--- config.mk ---
export PLATFORM = sky130hd
export DESIGN_NAME = tcs_sequencer
export DESIGN_NICKNAME = d
export VERILOG_FILES = /design/src/tcs_pkg.sv /design/src/tcs_integrator.sv /design/src/tcs_sequencer.sv
export VERILOG_INCLUDE_DIRS = /design/src
export SDC_FILE = /design/constraint.sdc
export NUM_CORES = 1
export LEC_CHECK = 0
export ABC_AREA = 0
export BUFFER_PORTS_ARGS = -buffer_cell sky130_fd_sc_hd__buf_4
export CORE_AREA = 8 8 187 189
export DETAILED_ROUTE_END_ITERATION = 10
export DIE_AREA = 0 0 195 197
export HOLD_SLACK_MARGIN = 0.02
export PLACE_DENSITY = 0.8
export SLEW_MARGIN = 20
export SYNTH_ARGS = -nofsm -noshare
export SYNTH_HDL_FRONTEND = slang
export SYNTH_SLANG_ARGS = --single-unit
--- constraint.sdc ---
create_clock -name clock_in -period 10.3 [get_ports clock_in]
set_input_delay 0 -clock clock_in [delete_from_list [all_inputs] [get_ports clock_in]]
set_output_delay 0 -clock clock_in [all_outputs]
set_load 0.1 [all_outputs]
--- src/tcs_params.svh ---
// Timing and field constants for the temperature conversion sequencer
`ifndef TCS_PARAMS_SVH
`define TCS_PARAMS_SVH

`define TCS_CLK_MHZ        100
`define TCS_CYC_PER_MS_MHZ 1000
`define TCS_INTERVAL_MS    500
`define TCS_INTEGRATE_MS   125
`define TCS_RECIP_SHIFT    32
`define TCS_GAIN_MID       5'sh08
`define TCS_GAIN_SHIFT     7
`define TCS_RES_HI_LSB     3
`define TCS_FAN_LSB        2
`define TCS_LOW_PAD        5'h00
`define TCS_FAN_OFF        8'h00
`define TCS_FAN_FULL       8'hFF
`define TCS_TEMP_RESET     11'h000
`define TCS_COUNT_ZERO     32'h0000_0000
`define TCS_COUNT_ONE      32'h0000_0001

`endif

--- src/tcs_pkg.sv ---
// Types shared by the temperature conversion sequencer files
package tcs_pkg;

   typedef enum logic [0:0]
   {
      TCS_IDLE = 1'b0,
      TCS_CONV = 1'b1
   } tcs_state_e;

   // Signed result, ten magnitude bits plus sign, 0.125 C per LSB
   typedef logic signed [10:0] tcs_temp_t;

   typedef struct packed
   {
      logic signed [7:0] threshold;
      logic [2:0]        range_shift;
      logic              thermal_open;
      logic              speed_open;
      logic [7:0]        manual_speed;
      logic [7:0]        manual_drive;
   } tcs_fan_cfg_s;

   typedef struct packed
   {
      logic [7:0] high;
      logic [7:0] low;
   } tcs_bytes_s;

endpackage

--- src/tcs_integrator.sv ---
// Integrating converter core: averages samples over a fixed window
`timescale 1ns/100ps
`default_nettype none
`include "tcs_params.svh"

module tcs_integrator
#(
   parameter int unsigned WINDOW_CYCLES = `TCS_INTEGRATE_MS *
                                          `TCS_CYC_PER_MS_MHZ * `TCS_CLK_MHZ
)
(
   input  wire logic           clock_in,
   input  wire logic           rstn_in,
   input  wire logic           start_in,
   input  wire logic           abort_in,
   input  wire tcs_pkg::tcs_temp_t sample_in,
   output logic                busy_out,
   output logic                done_out,
   output tcs_pkg::tcs_temp_t  avg_out
);
   import tcs_pkg::*;

   localparam logic [31:0] RECIP =
      32'((64'(1) << `TCS_RECIP_SHIFT) / WINDOW_CYCLES);
   localparam logic [31:0] LAST = 32'(WINDOW_CYCLES - 1);

   logic signed [35:0] acc_q, acc_d;
   logic [31:0]        cnt_q, cnt_d;
   logic               busy_q, busy_d;
   logic               done_q, done_d;
   tcs_temp_t          avg_q, avg_d;
   logic signed [68:0] prod;

   always_comb
   begin
      acc_d  = acc_q;
      cnt_d  = cnt_q;
      busy_d = busy_q;
      done_d = 1'b0;
      avg_d  = avg_q;
      prod   = '0;
      if (abort_in)
      begin
         busy_d = 1'b0;
         acc_d  = '0;
         cnt_d  = `TCS_COUNT_ZERO;
      end
      else if (start_in && !busy_q)
      begin
         busy_d = 1'b1;
         acc_d  = '0;
         cnt_d  = `TCS_COUNT_ZERO;
      end
      else if (busy_q)
      begin
         // Sum one sample per clock across the window
         acc_d = acc_q + $signed({{25{sample_in[10]}}, sample_in});
         cnt_d = cnt_q + `TCS_COUNT_ONE;
         if (cnt_q == LAST)
         begin
            busy_d = 1'b0;
            done_d = 1'b1;
            prod   = 69'(acc_d) * 69'($signed({1'b0, RECIP}));
            avg_d  = prod[42:32];
         end
      end
   end

   always_ff @(posedge clock_in)
   begin
      if (!rstn_in)
      begin
         acc_q  <= '0;
         cnt_q  <= `TCS_COUNT_ZERO;
         busy_q <= 1'b0;
         done_q <= 1'b0;
         avg_q  <= `TCS_TEMP_RESET;
      end
      else
      begin
         acc_q  <= acc_d;
         cnt_q  <= cnt_d;
         busy_q <= busy_d;
         done_q <= done_d;
         avg_q  <= avg_d;
      end
   end

   assign busy_out = busy_q;
   assign done_out = done_q;
   assign avg_out  = avg_q;
endmodule
`default_nettype wire

--- src/tcs_sequencer.sv ---
// Temperature conversion sequencer with standby and fan target logic
// How it works
// Result is signed 11 bits, 0.125 C
// Free-run start every 500 ms outside standby
// Single conversion command starts conversion immediately
// Old result kept until conversion finishes
// Each conversion integrates input for 125 ms
// Standby stops converter, control loop, fan driver
// Standby retains stored values, commands still accepted; code drops a command on the standby entry cycle
// Command in standby runs one conversion; code runs none for a command on the standby entry cycle
// Four-bit gain field trims converter gain
// Fan target proportional above threshold, range
// Thermal or speed loop opened independently
// Standby entry aborts conversion, result kept
// High byte sign plus seven; low bits 7:5
// Host sends one-byte single conversion command
// Interval counter restarts on leaving standby
// Command ignored while conversion is running
`timescale 1ns/100ps
`default_nettype none
`include "tcs_params.svh"

module tcs_sequencer
#(
   parameter int unsigned INTERVAL_CYCLES = `TCS_INTERVAL_MS *
                                   `TCS_CYC_PER_MS_MHZ * `TCS_CLK_MHZ,
   parameter int unsigned WINDOW_CYCLES   = `TCS_INTEGRATE_MS *
                                   `TCS_CYC_PER_MS_MHZ * `TCS_CLK_MHZ
)
(
   input  wire logic                   clock_in,
   input  wire logic                   rstn_in,
   input  wire logic                   standby_in,
   input  wire logic                   single_conversion_command_in,
   input  wire logic [3:0]             gain_trim_in,
   input  wire tcs_pkg::tcs_temp_t     adc_level_in,
   input  wire tcs_pkg::tcs_fan_cfg_s  fan_cfg_in,
   output tcs_pkg::tcs_temp_t          temp_result_out,
   output tcs_pkg::tcs_bytes_s         temp_bytes_out,
   output logic                        result_update_out,
   output logic                        converting_out,
   output logic                        standby_out,
   output logic [7:0]                  fan_target_out,
   output logic [7:0]                  fan_drive_out
);
   import tcs_pkg::*;

   localparam logic [31:0] INT_LAST = 32'(INTERVAL_CYCLES - 1);

   // Gain trim: step of 1/128 around a mid code, saturated to 11 bits
   function automatic tcs_temp_t gain_apply(input tcs_temp_t avg,
                                            input logic [3:0] trim);
      logic signed [4:0]  delta;
      logic signed [15:0] scaled;
      logic signed [12:0] sum;
      delta  = $signed({1'b0, trim}) - `TCS_GAIN_MID;
      scaled = (16'(avg) * 16'(delta)) >>> `TCS_GAIN_SHIFT;
      sum    = 13'(avg) + 13'(scaled);
      if (sum > 13'sd1023)
         gain_apply = 11'sd1023;
      else if (sum < -13'sd1024)
         gain_apply = -11'sd1024;
      else
         gain_apply = sum[10:0];
   endfunction

   // Fan level from half-degree temperature over a threshold
   function automatic logic [7:0] fan_level(input tcs_temp_t temp,
                                            input tcs_fan_cfg_s cfg);
      logic signed [9:0] diff;
      logic [16:0]       span;
      diff = $signed({temp[10], temp[10:`TCS_FAN_LSB]})
           - $signed({cfg.threshold[7], cfg.threshold, 1'b0});
      span = 17'(diff[8:0]) << cfg.range_shift;
      if (diff <= 10'sd0)
         fan_level = `TCS_FAN_OFF;
      else if (span > 17'(`TCS_FAN_FULL))
         fan_level = `TCS_FAN_FULL;
      else
         fan_level = span[7:0];
   endfunction

   tcs_state_e  state_q, state_d;
   logic [31:0] int_q, int_d;
   logic        stby_q;
   logic        conv_q, conv_d;
   logic        upd_q, upd_d;
   tcs_temp_t   result_q, result_d;
   tcs_bytes_s  bytes_q, bytes_d;
   logic [7:0]  target_q, target_d;
   logic [7:0]  drive_q, drive_d;
   logic        tick;
   logic        enter_stby;
   logic        abort;
   logic        start;
   logic        intg_busy;
   logic        intg_done;
   tcs_temp_t   intg_avg;

   tcs_integrator
   #(
      .WINDOW_CYCLES (WINDOW_CYCLES)
   )
   u_integrator
   (
      .clock_in  (clock_in),
      .rstn_in   (rstn_in),
      .start_in  (start),
      .abort_in  (abort),
      .sample_in (adc_level_in),
      .busy_out  (intg_busy),
      .done_out  (intg_done),
      .avg_out   (intg_avg)
   );

   // Interval and start decisions
   always_comb
   begin
      tick       = !standby_in && (int_q == INT_LAST);
      enter_stby = standby_in && !stby_q;
      abort      = enter_stby && (state_q == TCS_CONV);
      // Commands accepted in standby after its entry cycle; ignored while busy or on standby entry
      start      = (state_q == TCS_IDLE) && !enter_stby
                 && (single_conversion_command_in || tick);
      if (standby_in || tick)
         int_d = `TCS_COUNT_ZERO;
      else
         int_d = int_q + `TCS_COUNT_ONE;
   end

   // Conversion state and result publishing
   always_comb
   begin
      state_d  = state_q;
      upd_d    = 1'b0;
      result_d = result_q;
      case (state_q)
         TCS_IDLE:
         begin
            if (start)
               state_d = TCS_CONV;
         end
         TCS_CONV:
         begin
            if (abort)
               state_d = TCS_IDLE;
            else if (intg_done)
            begin
               state_d  = TCS_IDLE;
               upd_d    = 1'b1;
               result_d = gain_apply(intg_avg, gain_trim_in);
            end
         end
         default:
            state_d = TCS_IDLE;
      endcase
      conv_d       = (state_d == TCS_CONV);
      bytes_d.high = result_d[10:`TCS_RES_HI_LSB];
      bytes_d.low  = {result_d[2:0], `TCS_LOW_PAD};
   end

   // Fan target and driver; frozen or off in standby
   always_comb
   begin
      target_d = target_q;
      drive_d  = `TCS_FAN_OFF;
      if (!standby_in)
      begin
         if (fan_cfg_in.thermal_open)
            target_d = fan_cfg_in.manual_speed;
         else
            target_d = fan_level(result_q, fan_cfg_in);
         if (fan_cfg_in.speed_open)
            drive_d = fan_cfg_in.manual_drive;
         else
            drive_d = target_d;
      end
   end

   always_ff @(posedge clock_in)
   begin
      if (!rstn_in)
      begin
         state_q  <= TCS_IDLE;
         int_q    <= `TCS_COUNT_ZERO;
         stby_q   <= 1'b0;
         conv_q   <= 1'b0;
         upd_q    <= 1'b0;
         result_q <= `TCS_TEMP_RESET;
         bytes_q  <= '0;
         target_q <= `TCS_FAN_OFF;
         drive_q  <= `TCS_FAN_OFF;
      end
      else
      begin
         state_q  <= state_d;
         int_q    <= int_d;
         stby_q   <= standby_in;
         conv_q   <= conv_d;
         upd_q    <= upd_d;
         result_q <= result_d;
         bytes_q  <= bytes_d;
         target_q <= target_d;
         drive_q  <= drive_d;
      end
   end

   assign temp_result_out   = result_q;
   assign temp_bytes_out    = bytes_q;
   assign result_update_out = upd_q;
   assign converting_out    = conv_q;
   assign standby_out       = stby_q;
   assign fan_target_out    = target_q;
   assign fan_drive_out     = drive_q;
endmodule
`default_nettype wire
; After elaboration in Yosys (flattened, before gate mapping)
; Cells that the tools add are included.
[totals]
output_inout_bits = 46
regBits = 159
[classes]
magnitude_cmp = 4
n_reduce_logical = 19
addsub = 6
shift = 1
n_eq_ne = 2
mux = 18
n_bitwise = 5
mul = 2
[ops]
columns = operator, count
row1 = $add 32x1->32 const B, 2
row2 = $mux 11, 5
row3 = $mul 36x10->43 const B, 1
row4 = $add 36x11->36, 1
row5 = $eq 32x24->1 const B, 1
row6 = $eq 32x26->1 const B, 1
row7 = $mux 8, 4
row8 = $gt 17x8->1 const B, 1
row9 = $shl 9x3->17, 1
row10 = $mul 11x5->16, 1
row11 = $add 11x9->12, 1
row12 = $gt 12x11->1 const B, 1
row13 = $lt 12x11->1 const B, 1
row14 = $le 10x1->1 const B, 1
row15 = $sub 9x9->10, 1
row16 = $mux 1, 8
row17 = $logic_and 1x1->1, 6
row18 = $reduce_or 2->1, 3
row19 = $reduce_or 3->1, 2
row20 = $not 1->1, 5
row21 = $sub 4x4->5 const B, 1
row22 = $logic_not 1->1, 4
row23 = $reduce_and 4->1, 1
row24 = $reduce_or 4->1, 1
row25 = 2 further kinds, 3

; Depth between registers and ports, before layout
; Gate-level depths: netlist (run 1).
[logic_depth]
word_depth = 9
mapped_depth = 31

; Hierarchy
; A second synthesis (run 1) with hierarchy kept.
[hier_totals]
cells_unflattened = 2145
area_unflattened_um2 = 17983.5
[modules_own_cells]
columns = module, cells_each, n_inst, area_per_inst_um2
row1 = tcs_integrator, 1422, 1, 12176.7
row2 = tcs_sequencer, 723, 1, 5806.8

; Worst setup path before layout (run 1)
; Ideal clock, no wire load.
[synth_timing]
path_type = register to register
from = register u_integrator.acc_q[0]
to = register u_integrator.avg_q[10] (netlist: u_integrator.avg_out[10])
path_slack_ps = 2907
stages_incl_launch_ff = 32
t_arrival_ps = 7314
path_cell_list = dfxtp_1 > ha_1 > inv_1 > fa_1 > and2b_1 > o211ai_1 > a2111oi_0 > nor2_1 > o21ai_1 > a21o_1 > a21oi_1 > o311ai_2 > ha_1 > inv_1 > fa_1 > inv_1 > fa_1 > fa_1 > inv_1 > fa_1 > inv_1 > ha_1 > nand4_1 > nor2_1 > a32oi_1 > a31oi_1 > o21ai_0 > o31a_1 > o211ai_1 > o211ai_1 > xnor3_1 > a211oi_2
[synth_via]
elab_chain_len = 2
[synth_lines]
columns = element, line_no
row1 = from (decl), tcs_integrator.sv:27  ; logic signed [35:0] acc_q, acc_d;
row2 = from (signal assigned), tcs_integrator.sv:73  ; acc_q <= '0;
row3 = from (signal assigned), tcs_integrator.sv:81  ; acc_q <= acc_d;
row4 = $add 36x11->36, tcs_integrator.sv:57  ; acc_d = acc_q + $signed({{25{sample_in[10]}}, sample_in});
row5 = $mul 36x10->43, tcs_integrator.sv:63  ; prod = 69'(acc_d) * 69'($signed({1'b0, RECIP}));
row6 = to (signal assigned), tcs_integrator.sv:77  ; avg_q <= `TCS_TEMP_RESET;
row7 = to (signal assigned), tcs_integrator.sv:85  ; avg_q <= avg_d;
row8 = to (decl), tcs_integrator.sv:31  ; tcs_temp_t avg_q, avg_d;
; No other way between the ends.
; A chain may end at the register's enable or synchronous reset.

; Worst setup path after layout (run 1)
; Ends and elaborated chain as after synthesis.

==> metrics.md, run 1 <==
| Metric | Value |
|---|---|
| Crit end category | register |
| Synthesis-stage register bit count | roughly 140 |
| DR vias | 13800 |
| Routability Congestion | 0.894 |
| Initial DRT Pass Iterations | 5 |
| Initial antenna violation count | 0 |
| DRC viols | 0 |
| Area of the core | 32000 µm² |
| Synth Area per Inst | ~8.6 µm² |
| Area share of the largest cell type after synthesis | about a fifth |
| Final TNS setup | 0 ns |
| Worst Path Required | around 11 ns |
| Per-cell routed wire length | between 15 and 20 µm |
| Part of the cycle the worst path needs | a little over 80% |
| Gr ovfl total | 0 |
| Filler cells | roughly 2600 |
| Area leader, netlist | fa_1 |
| Sequential-to-total area share from yosys stat | 16.6% |
| Rel. slew slack | 24.9% |
| First-pass GRT wire length | ~66 mm |
| Postcts setup bufs | 0 |
| Status | finished, final reports clean |
| Clock Skew | ~0.011 ns |
| Main synth FF type | dfxtp_1 |
| Fin. Hold Viols | 0 |
| Post-Synthesis Cells | between 2000 and 2500 |
| Post-DP HPWL | about 30 mm |
| Root Driver | clkbuf_16 |
| Final setup fails | 0 |
| Via-to-Cell Ratio | approximately 5.5 |
| Post-Place Worst Slack | 1.86 ns |
| Remaining antenna violation count | 0 |
| CTS Buf Count | 17 |
| Yosys warnings | 0 |
| Max Cap Violations | 0 |
| Most frequent cells in the layout | inv_1, ha_1, nor2_1, fa_1, dfxtp_1 |
| Ys async rst share | 0% |
| TritonCTS clock tree | yes |
| Post-synth EDFFs | 0 |
| Area Growth Syn to Fin | 10.9% |
| Hold EP | fan_target_out[1] |
| Max Slew Vio Count | 0 |
| Synth cell types | between 70 and 80 |
| RSZ-0062 raised after global routing | false |
| Slowest library cell on the worst path | o311ai_2 |
| Worst endpoint data arrival time | between 8 and 9 ns |
| Ports | 94 |
| Worst Tran Pin Value | approximately 1.1 ns |
| CTS max path bufs | 2 |
| Clk sink count | between 100 and 150 |
| Std cell rows | 66 |
| Worst setup SP type | register |
| Most common cell after layout, fill and taps aside | inv_1 |
| Fin crit period | roughly 8.5 ns |
| Final net count | about 2600 |
| Reg2Reg Setup Slack | 1.85 ns |
| CP delay by family, top | compound AO/OA/AOI/OAI gates |
| Worst flop-to-flop path startpoint | u_integrator.acc_q[0] |
| Ratio of cells with drive above 1 in the final layout | under 10% |
| Port Buf Inserts | between 80 and 90 |
| Fmax | ~120 MHz |
| Hold Crit Class | in -> reg |
| Hold WS | approximately 0.072 ns |
| Cell area after synthesis | ~17000 µm² |
| Worst skew pair latency | between 0.4 and 0.5 ns |
| Hold Path Cell Cnt | 3 |
| Die Wd | 195 µm |
| Htree depth | 4 |
| Hold path startpoint | fan_cfg_in[19] |
| R2r endpoint | u_integrator.avg_out[10] |
| Initial Utilization | between 50% and 60% |
| Worst Path Buf+Inv | 5 |
| Post-CTS Hold Buffers | 31 |
| Chip Height | roughly 200 µm |
| Ant. Diodes | 0 |
| Synth area leaders | fa_1, ha_1, dfxtp_1, inv_1, xnor2_1 |
| Via count of the first global-routing pass | about 14000 |
| 1st-iter DRT viols | around 850 |
| Slack of the critical path | about 1.8 ns |
| GRT Total Usage | 20.4% |
| Max FO, Critical Path | 8 |
| Total Wirelength | approximately 38 mm |
| Die area | around 38000 µm² |
| Reg2reg path depth | 31 |
| Largest net degree at the start of global routing | 69 |
| CP Class | reg -> reg |
| CP Depth | 31 |
| Slowest Stage Delay on Critical Path | approximately 0.65 ns |
| Clk pin slew, worst setup/hold paths | roughly 0.07 ns |
| CTS resizes | 0 |
per-layer routing:
| layer | vias up | wire length, µm | track usage (%) |
|---|---|---|---|
| li1 | 6716 | - | - |
| met1 | 6678 | 16700 | 24.5 |
| met5 | - | 0 | 0 |
| met3 | 78 | 1750 | 3.31 |
| met2 | 364 | 19000 | 36.8 |
| met4 | 0 | 961 | 6.85 |
how the worst max path moves through the flow:
stage | startpoint | end | slack (ns)
finish | u_integrator.acc_q[0] | u_integrator.avg_out[10] | 1.85
global placement | u_integrator.acc_q[0] | u_integrator.avg_out[10] | 2.13
global route | u_integrator.acc_q[0] | u_integrator.avg_out[10] | 1.26
CTS | u_integrator.acc_q[0] | u_integrator.avg_out[10] | 1.82
floorplan | u_integrator.acc_q[0] | u_integrator.avg_out[10] | 2.91
detailed placement | u_integrator.acc_q[0] | u_integrator.avg_out[10] | 1.86
area by class of cell:
| class | count | area [µm²] | share of cell area [%] |
|---|---|---|---|
| Clock buffer | 18 | 439 | 2.29 |
| Clock inverter | 14 | 198 | 1.03 |
| Inverter | 436 | 1640 | 8.54 |
| Multi-Input combinational cell | 1391 | 12500 | 65.3 |
| Sequential cell | 143 | 2860 | 14.9 |
| Tap cell | 408 | 510 | 2.66 |
| Timing Repair Buffer | 123 | 1000 | 5.22 |
worst register-to-register path, delay by kind of cell (launching register included):
kind,cells,cell delay [ns]
compound gates,13,3.39
xor+xnor,1,0.37
fa+ha+maj,8,3.25
buf+inv,5,0.27
flops,1,0.34
simple gates,4,0.76
through the flow:
step | std cells | area, µm² | util (%)
4_1_cts | 2533 | 19200 | 59.8
3_3_place_gp | 2470 | 18200 | 56.8
5_1_grt | 2533 | 19200 | 59.8
3_5_place_dp | 2470 | 18200 | 56.8
2_1_floorplan | 2024 | 17300 | -
6_report | 2533 | 19200 | 59.8
registers in the layout (all words and copies together) (netlist names):
| name | count |
|---|---|
| converting_out | 1 |
| u_integrator.acc_q | 36 |
| fan_target_out | 8 |
| u_integrator.busy_out | 1 |
| u_integrator.cnt_q | 32 |
| u_integrator.done_out | 1 |
| temp_result_out | 11 |
| u_integrator.avg_out | 11 |
| fan_drive_out | 8 |
| result_update_out | 1 |
| int_q | 32 |
| standby_out | 1 |
Yosys cell counts (23+ instances only):
library cell  instances
nor3_1               23
o21ai_0              68
nand3_1              38
nand4_1              23
dfxtp_1             143
nor2_1              176
xor2_1               54
clkbuf_1             30
inv_1               435
ha_1                231
mux2i_1              42
and2_1               36
nand2_1              85
fa_1                175
xnor2_1              76
a21oi_1             116
logic make-up after synthesis:
logic type	after synthesis	share of synthesized area [%]
and+or+nand+nor	481	13.4
DFF	143	16.6
muxes	45	2.63
buffers and inverters	490	11.2
adders and majority gates	416	37.6
AOI/OAI and AO/OA	311	11.6
other	1	0.0217
xor gates and xnor gates	133	6.97
Power of run 1 is not shown: default switching activity piles up to over one toggle a cycle in this logic, so the estimate is an artifact.
==> run 2, diff against run 1 <==
--- a/config.mk
+++ b/config.mk
@@ -6,11 +6,11 @@
 export SDC_FILE = /design/constraint.sdc
 export NUM_CORES = 1
 export LEC_CHECK = 0
-export ABC_AREA = 0
+export ABC_AREA = 1
 export BUFFER_PORTS_ARGS = -buffer_cell sky130_fd_sc_hd__buf_4
-export CORE_AREA = 8 8 187 189
+export CORE_AREA = 8 8 197 199
 export DETAILED_ROUTE_END_ITERATION = 10
-export DIE_AREA = 0 0 195 197
+export DIE_AREA = 0 0 205 207
 export HOLD_SLACK_MARGIN = 0.02
 export PLACE_DENSITY = 0.8
 export SLEW_MARGIN = 20
==> constraint.sdc (replaced) <==
create_clock -name clock_in -period 8.71 [get_ports clock_in]
set_input_delay 0 -clock clock_in [delete_from_list [all_inputs] [get_ports clock_in]]
set_output_delay 0 -clock clock_in [all_outputs]
set_load 0.1 [all_outputs]
==> run 2 against run 1 <==
Critical path depth unchanged. Clock skew grew 0.00080 ns. Register-to-register slack lost 0.13 ns. Synthesized cell count increased by 34%. Core utilization down 0.72 points. Critical endpoint is now u_integrator.avg_out[8]. Largest cell class unchanged.
==> metrics.md, run 2 <==
| Metric | Value |
|---|---|
| Synth area leaders | fa_1, ha_1, dfxtp_1, inv_1, nand2_1 |
| Max Slew Vio Count | 0 |
| Status | finished, final reports clean |
| Compound-Gate Fraction of Synth Area | 10.0% |
| Die area | between 40000 and 50000 µm² |
| Gr ovfl total | 0 |
| Initial DRT Pass Iterations | 7 |
| TritonCTS clock tree | yes |
| 1st-iter DRT viols | 867 |
| Hold path startpoint | single_conversion_command_in |
| Hold WS | approximately 0.065 ns |
| Crit end category | register |
| Post-synth top cells | inv_1, nand2_1, nor2_1, ha_1, fa_1 |
| Yosys warnings | 0 |
| Post-synthesis xor/xnor area fraction | around 4.2% |
| Part of the cycle the worst path needs | 80.3% |
| Max Cap Violations | 0 |
| Post-Synthesis Cells | about 2700 |
| Main synth FF type | dfxtp_1 |
| Final net count | between 3000 and 4000 |
| Post-synthesis mux area share | 0.0520% |
| Post-DP HPWL | about 40 mm |
| Ys async rst share | 0% |
| Worst setup SP type | register |
| Cell area after synthesis | 19300 µm² |
| Worst Path Required | just over 9 ns |
| GRT Total Usage | 23.5% |
| Synthesis-stage register bit count | about 140 |
| Ports | 94 |
| Fin. Hold Viols | 0 |
| Area share of the largest cell type after synthesis | between 10% and 20% |
| Fin crit period | between 6 and 7 ns |
| DRC viols | 0 |
| Worst Path Buf+Inv | 7 |
| Port Buf Inserts | between 80 and 90 |
| Ant. Diodes | 0 |
| Area of the core | 35900 µm² |
| Clk sink count | 143 |
| Slowest library cell on the worst path | fa_1 |
| Largest Register | u_integrator.acc_q |
| Initial antenna violation count | 0 |
| Area leader, netlist | fa_1 |
| Ratio of cells with drive above 1 in the final layout | roughly 6.7% |
| Most frequent cells in the layout | inv_1, nand2_1, nor2_1, ha_1, fa_1 |
| CTS max path bufs | 2 |
| Via count of the first global-routing pass | approximately 18000 |
| Worst Tran Pin Value | around 1.1 ns |
| Rel. slew slack | roughly 26% |
| Synth Area in Simple Gates | a little under a quarter |
| Largest family of logic cells by synthesized area | adder cells |
| First-pass GRT wire length | around 84 mm |
| Design area | about 21000 µm² |
| Largest net degree at the start of global routing | between 60 and 70 |
| Die Wd | roughly 210 µm |
| Synth Area in Adders | between 30% and 40% |
| Total Wirelength | around 50 mm |
| CTS Buf Count | 17 |
| Cell with the most instances after synthesis | inv_1 |
| Remaining antenna violation count | 0 |
| Max FFs per register | 36 |
| Area Growth Syn to Fin | 10.2% |
| Final setup fails | 0 |
| Root Driver | clkbuf_16 |
| Worst flop-to-flop path startpoint | u_integrator.acc_q[12] |
| Htree depth | 4 |
| Fin cells | between 3000 and 4000 |
| Worst skew pair latency | 0.44 ns |
| Sequential-to-total area share from yosys stat | 14.9% |
| Slowest Stage Delay on Critical Path | ~0.56 ns |
| Per-cell routed wire length | 15.0 µm |
| Routability Congestion | roughly 1.0 |
| Initial Utilization | a little over half |
| Final TNS setup | 0 ns |
| Post-synth EDFFs | 0 |
| DR vias | around 18000 |
| Hold Crit Class | in -> reg |
| Std cell rows | 70 |
| Chip Height | about 210 µm |
| Clk pin slew, worst setup/hold paths | ~0.070 ns |
| Most common cell after layout, fill and taps aside | inv_1 |
| Via-to-Cell Ratio | ~5.3 |
| Critical path's most frequent cell | inv_1 |
| Max FO, Critical Path | 5 |
| Postcts setup bufs | 0 |
| Fmax | around 140 MHz |
| Worst endpoint data arrival time | between 7 and 8 ns |
| Crit path from | u_integrator.acc_q[12] |
| CP Class | reg -> reg |
| Dpl cells | around 3200 |
| Clock Skew | 0.0120 ns |
| CTS resizes | 0 |
| CP delay by family, top | adder cells |
| Post-CTS Hold Buffers | 34 |
| RSZ-0062 raised after global routing | false |
| Synth Area per Inst | around 7.1 µm² |
| Top Registers | u_integrator.acc_q: 36 flops, int_q: 32 flops, u_integrator.cnt_q: 32 flops |
| Synth cell types | 68 |
| Post-placement cell area | about 20000 µm² |
==> run 2: cell families (layout without fill, tap and decap cells) <==
family                   after synthesis  count (layout)
other                                  1               5
multiplexers                           1               1
buffers and inverters                712             823
flip-flops                           143             143
AO/OA/AOI/OAI                        337             337
AND/OR/NAND/NOR                     1023            1023
adder cells (fa/ha/maj)              406             406
XOR/XNOR                              88              88
==> run 2: path summary, 6_finish.rpt <==
kind,to,slack (ns),cells past startpoint
worst max register to register,u_integrator.avg_out[8],1.72,31
worst min-delay path,converting_out,0.06,4
worst min register to register,int_q[0],0.45,1
worst max-delay path,u_integrator.avg_out[8],1.72,31
==> run 2: stage by stage <==
stage,util (%),setup slack (ns)
2_1_floorplan,-,2.73
3_3_place_gp,56.5,1.90
3_5_place_dp,56.5,1.69
4_1_cts,59.1,1.69
5_1_grt,59.1,1.18
6_report,59.1,1.72
==> run 2: worst register-to-register path: cells and delay by family (launching register included) <==
kind                       cells  cell delay (ns)
xor gates and xnor gates       1             0.42
AOI/OAI and AO/OA              4             0.84
and+or+nand+nor               12             1.66
adders and majority gates      7             3.05
DFF                            1             0.32
buffers and inverters          7             0.57
==> run 2: final cells by class <==
class	instances	area [µm²]
Timing Repair Buffer	127	1040
Clock inverter	12	126
Clock buffer	20	457
Multi-Input combinational cell	1860	13700
Tap cell	468	586
Inverter	664	2490
Fill cell	3260	14700
Sequential cell	143	2860
==> run 2: routing by layer <==
layer	vias up	track usage, %	wire [µm]
met5	-	0	0
met4	0	9.07	1690
met3	115	3.07	2600
met2	533	41.7	24400
met1	8275	28.4	20700
li1	8623	-	-
Power of run 2 is left out for the same reason.
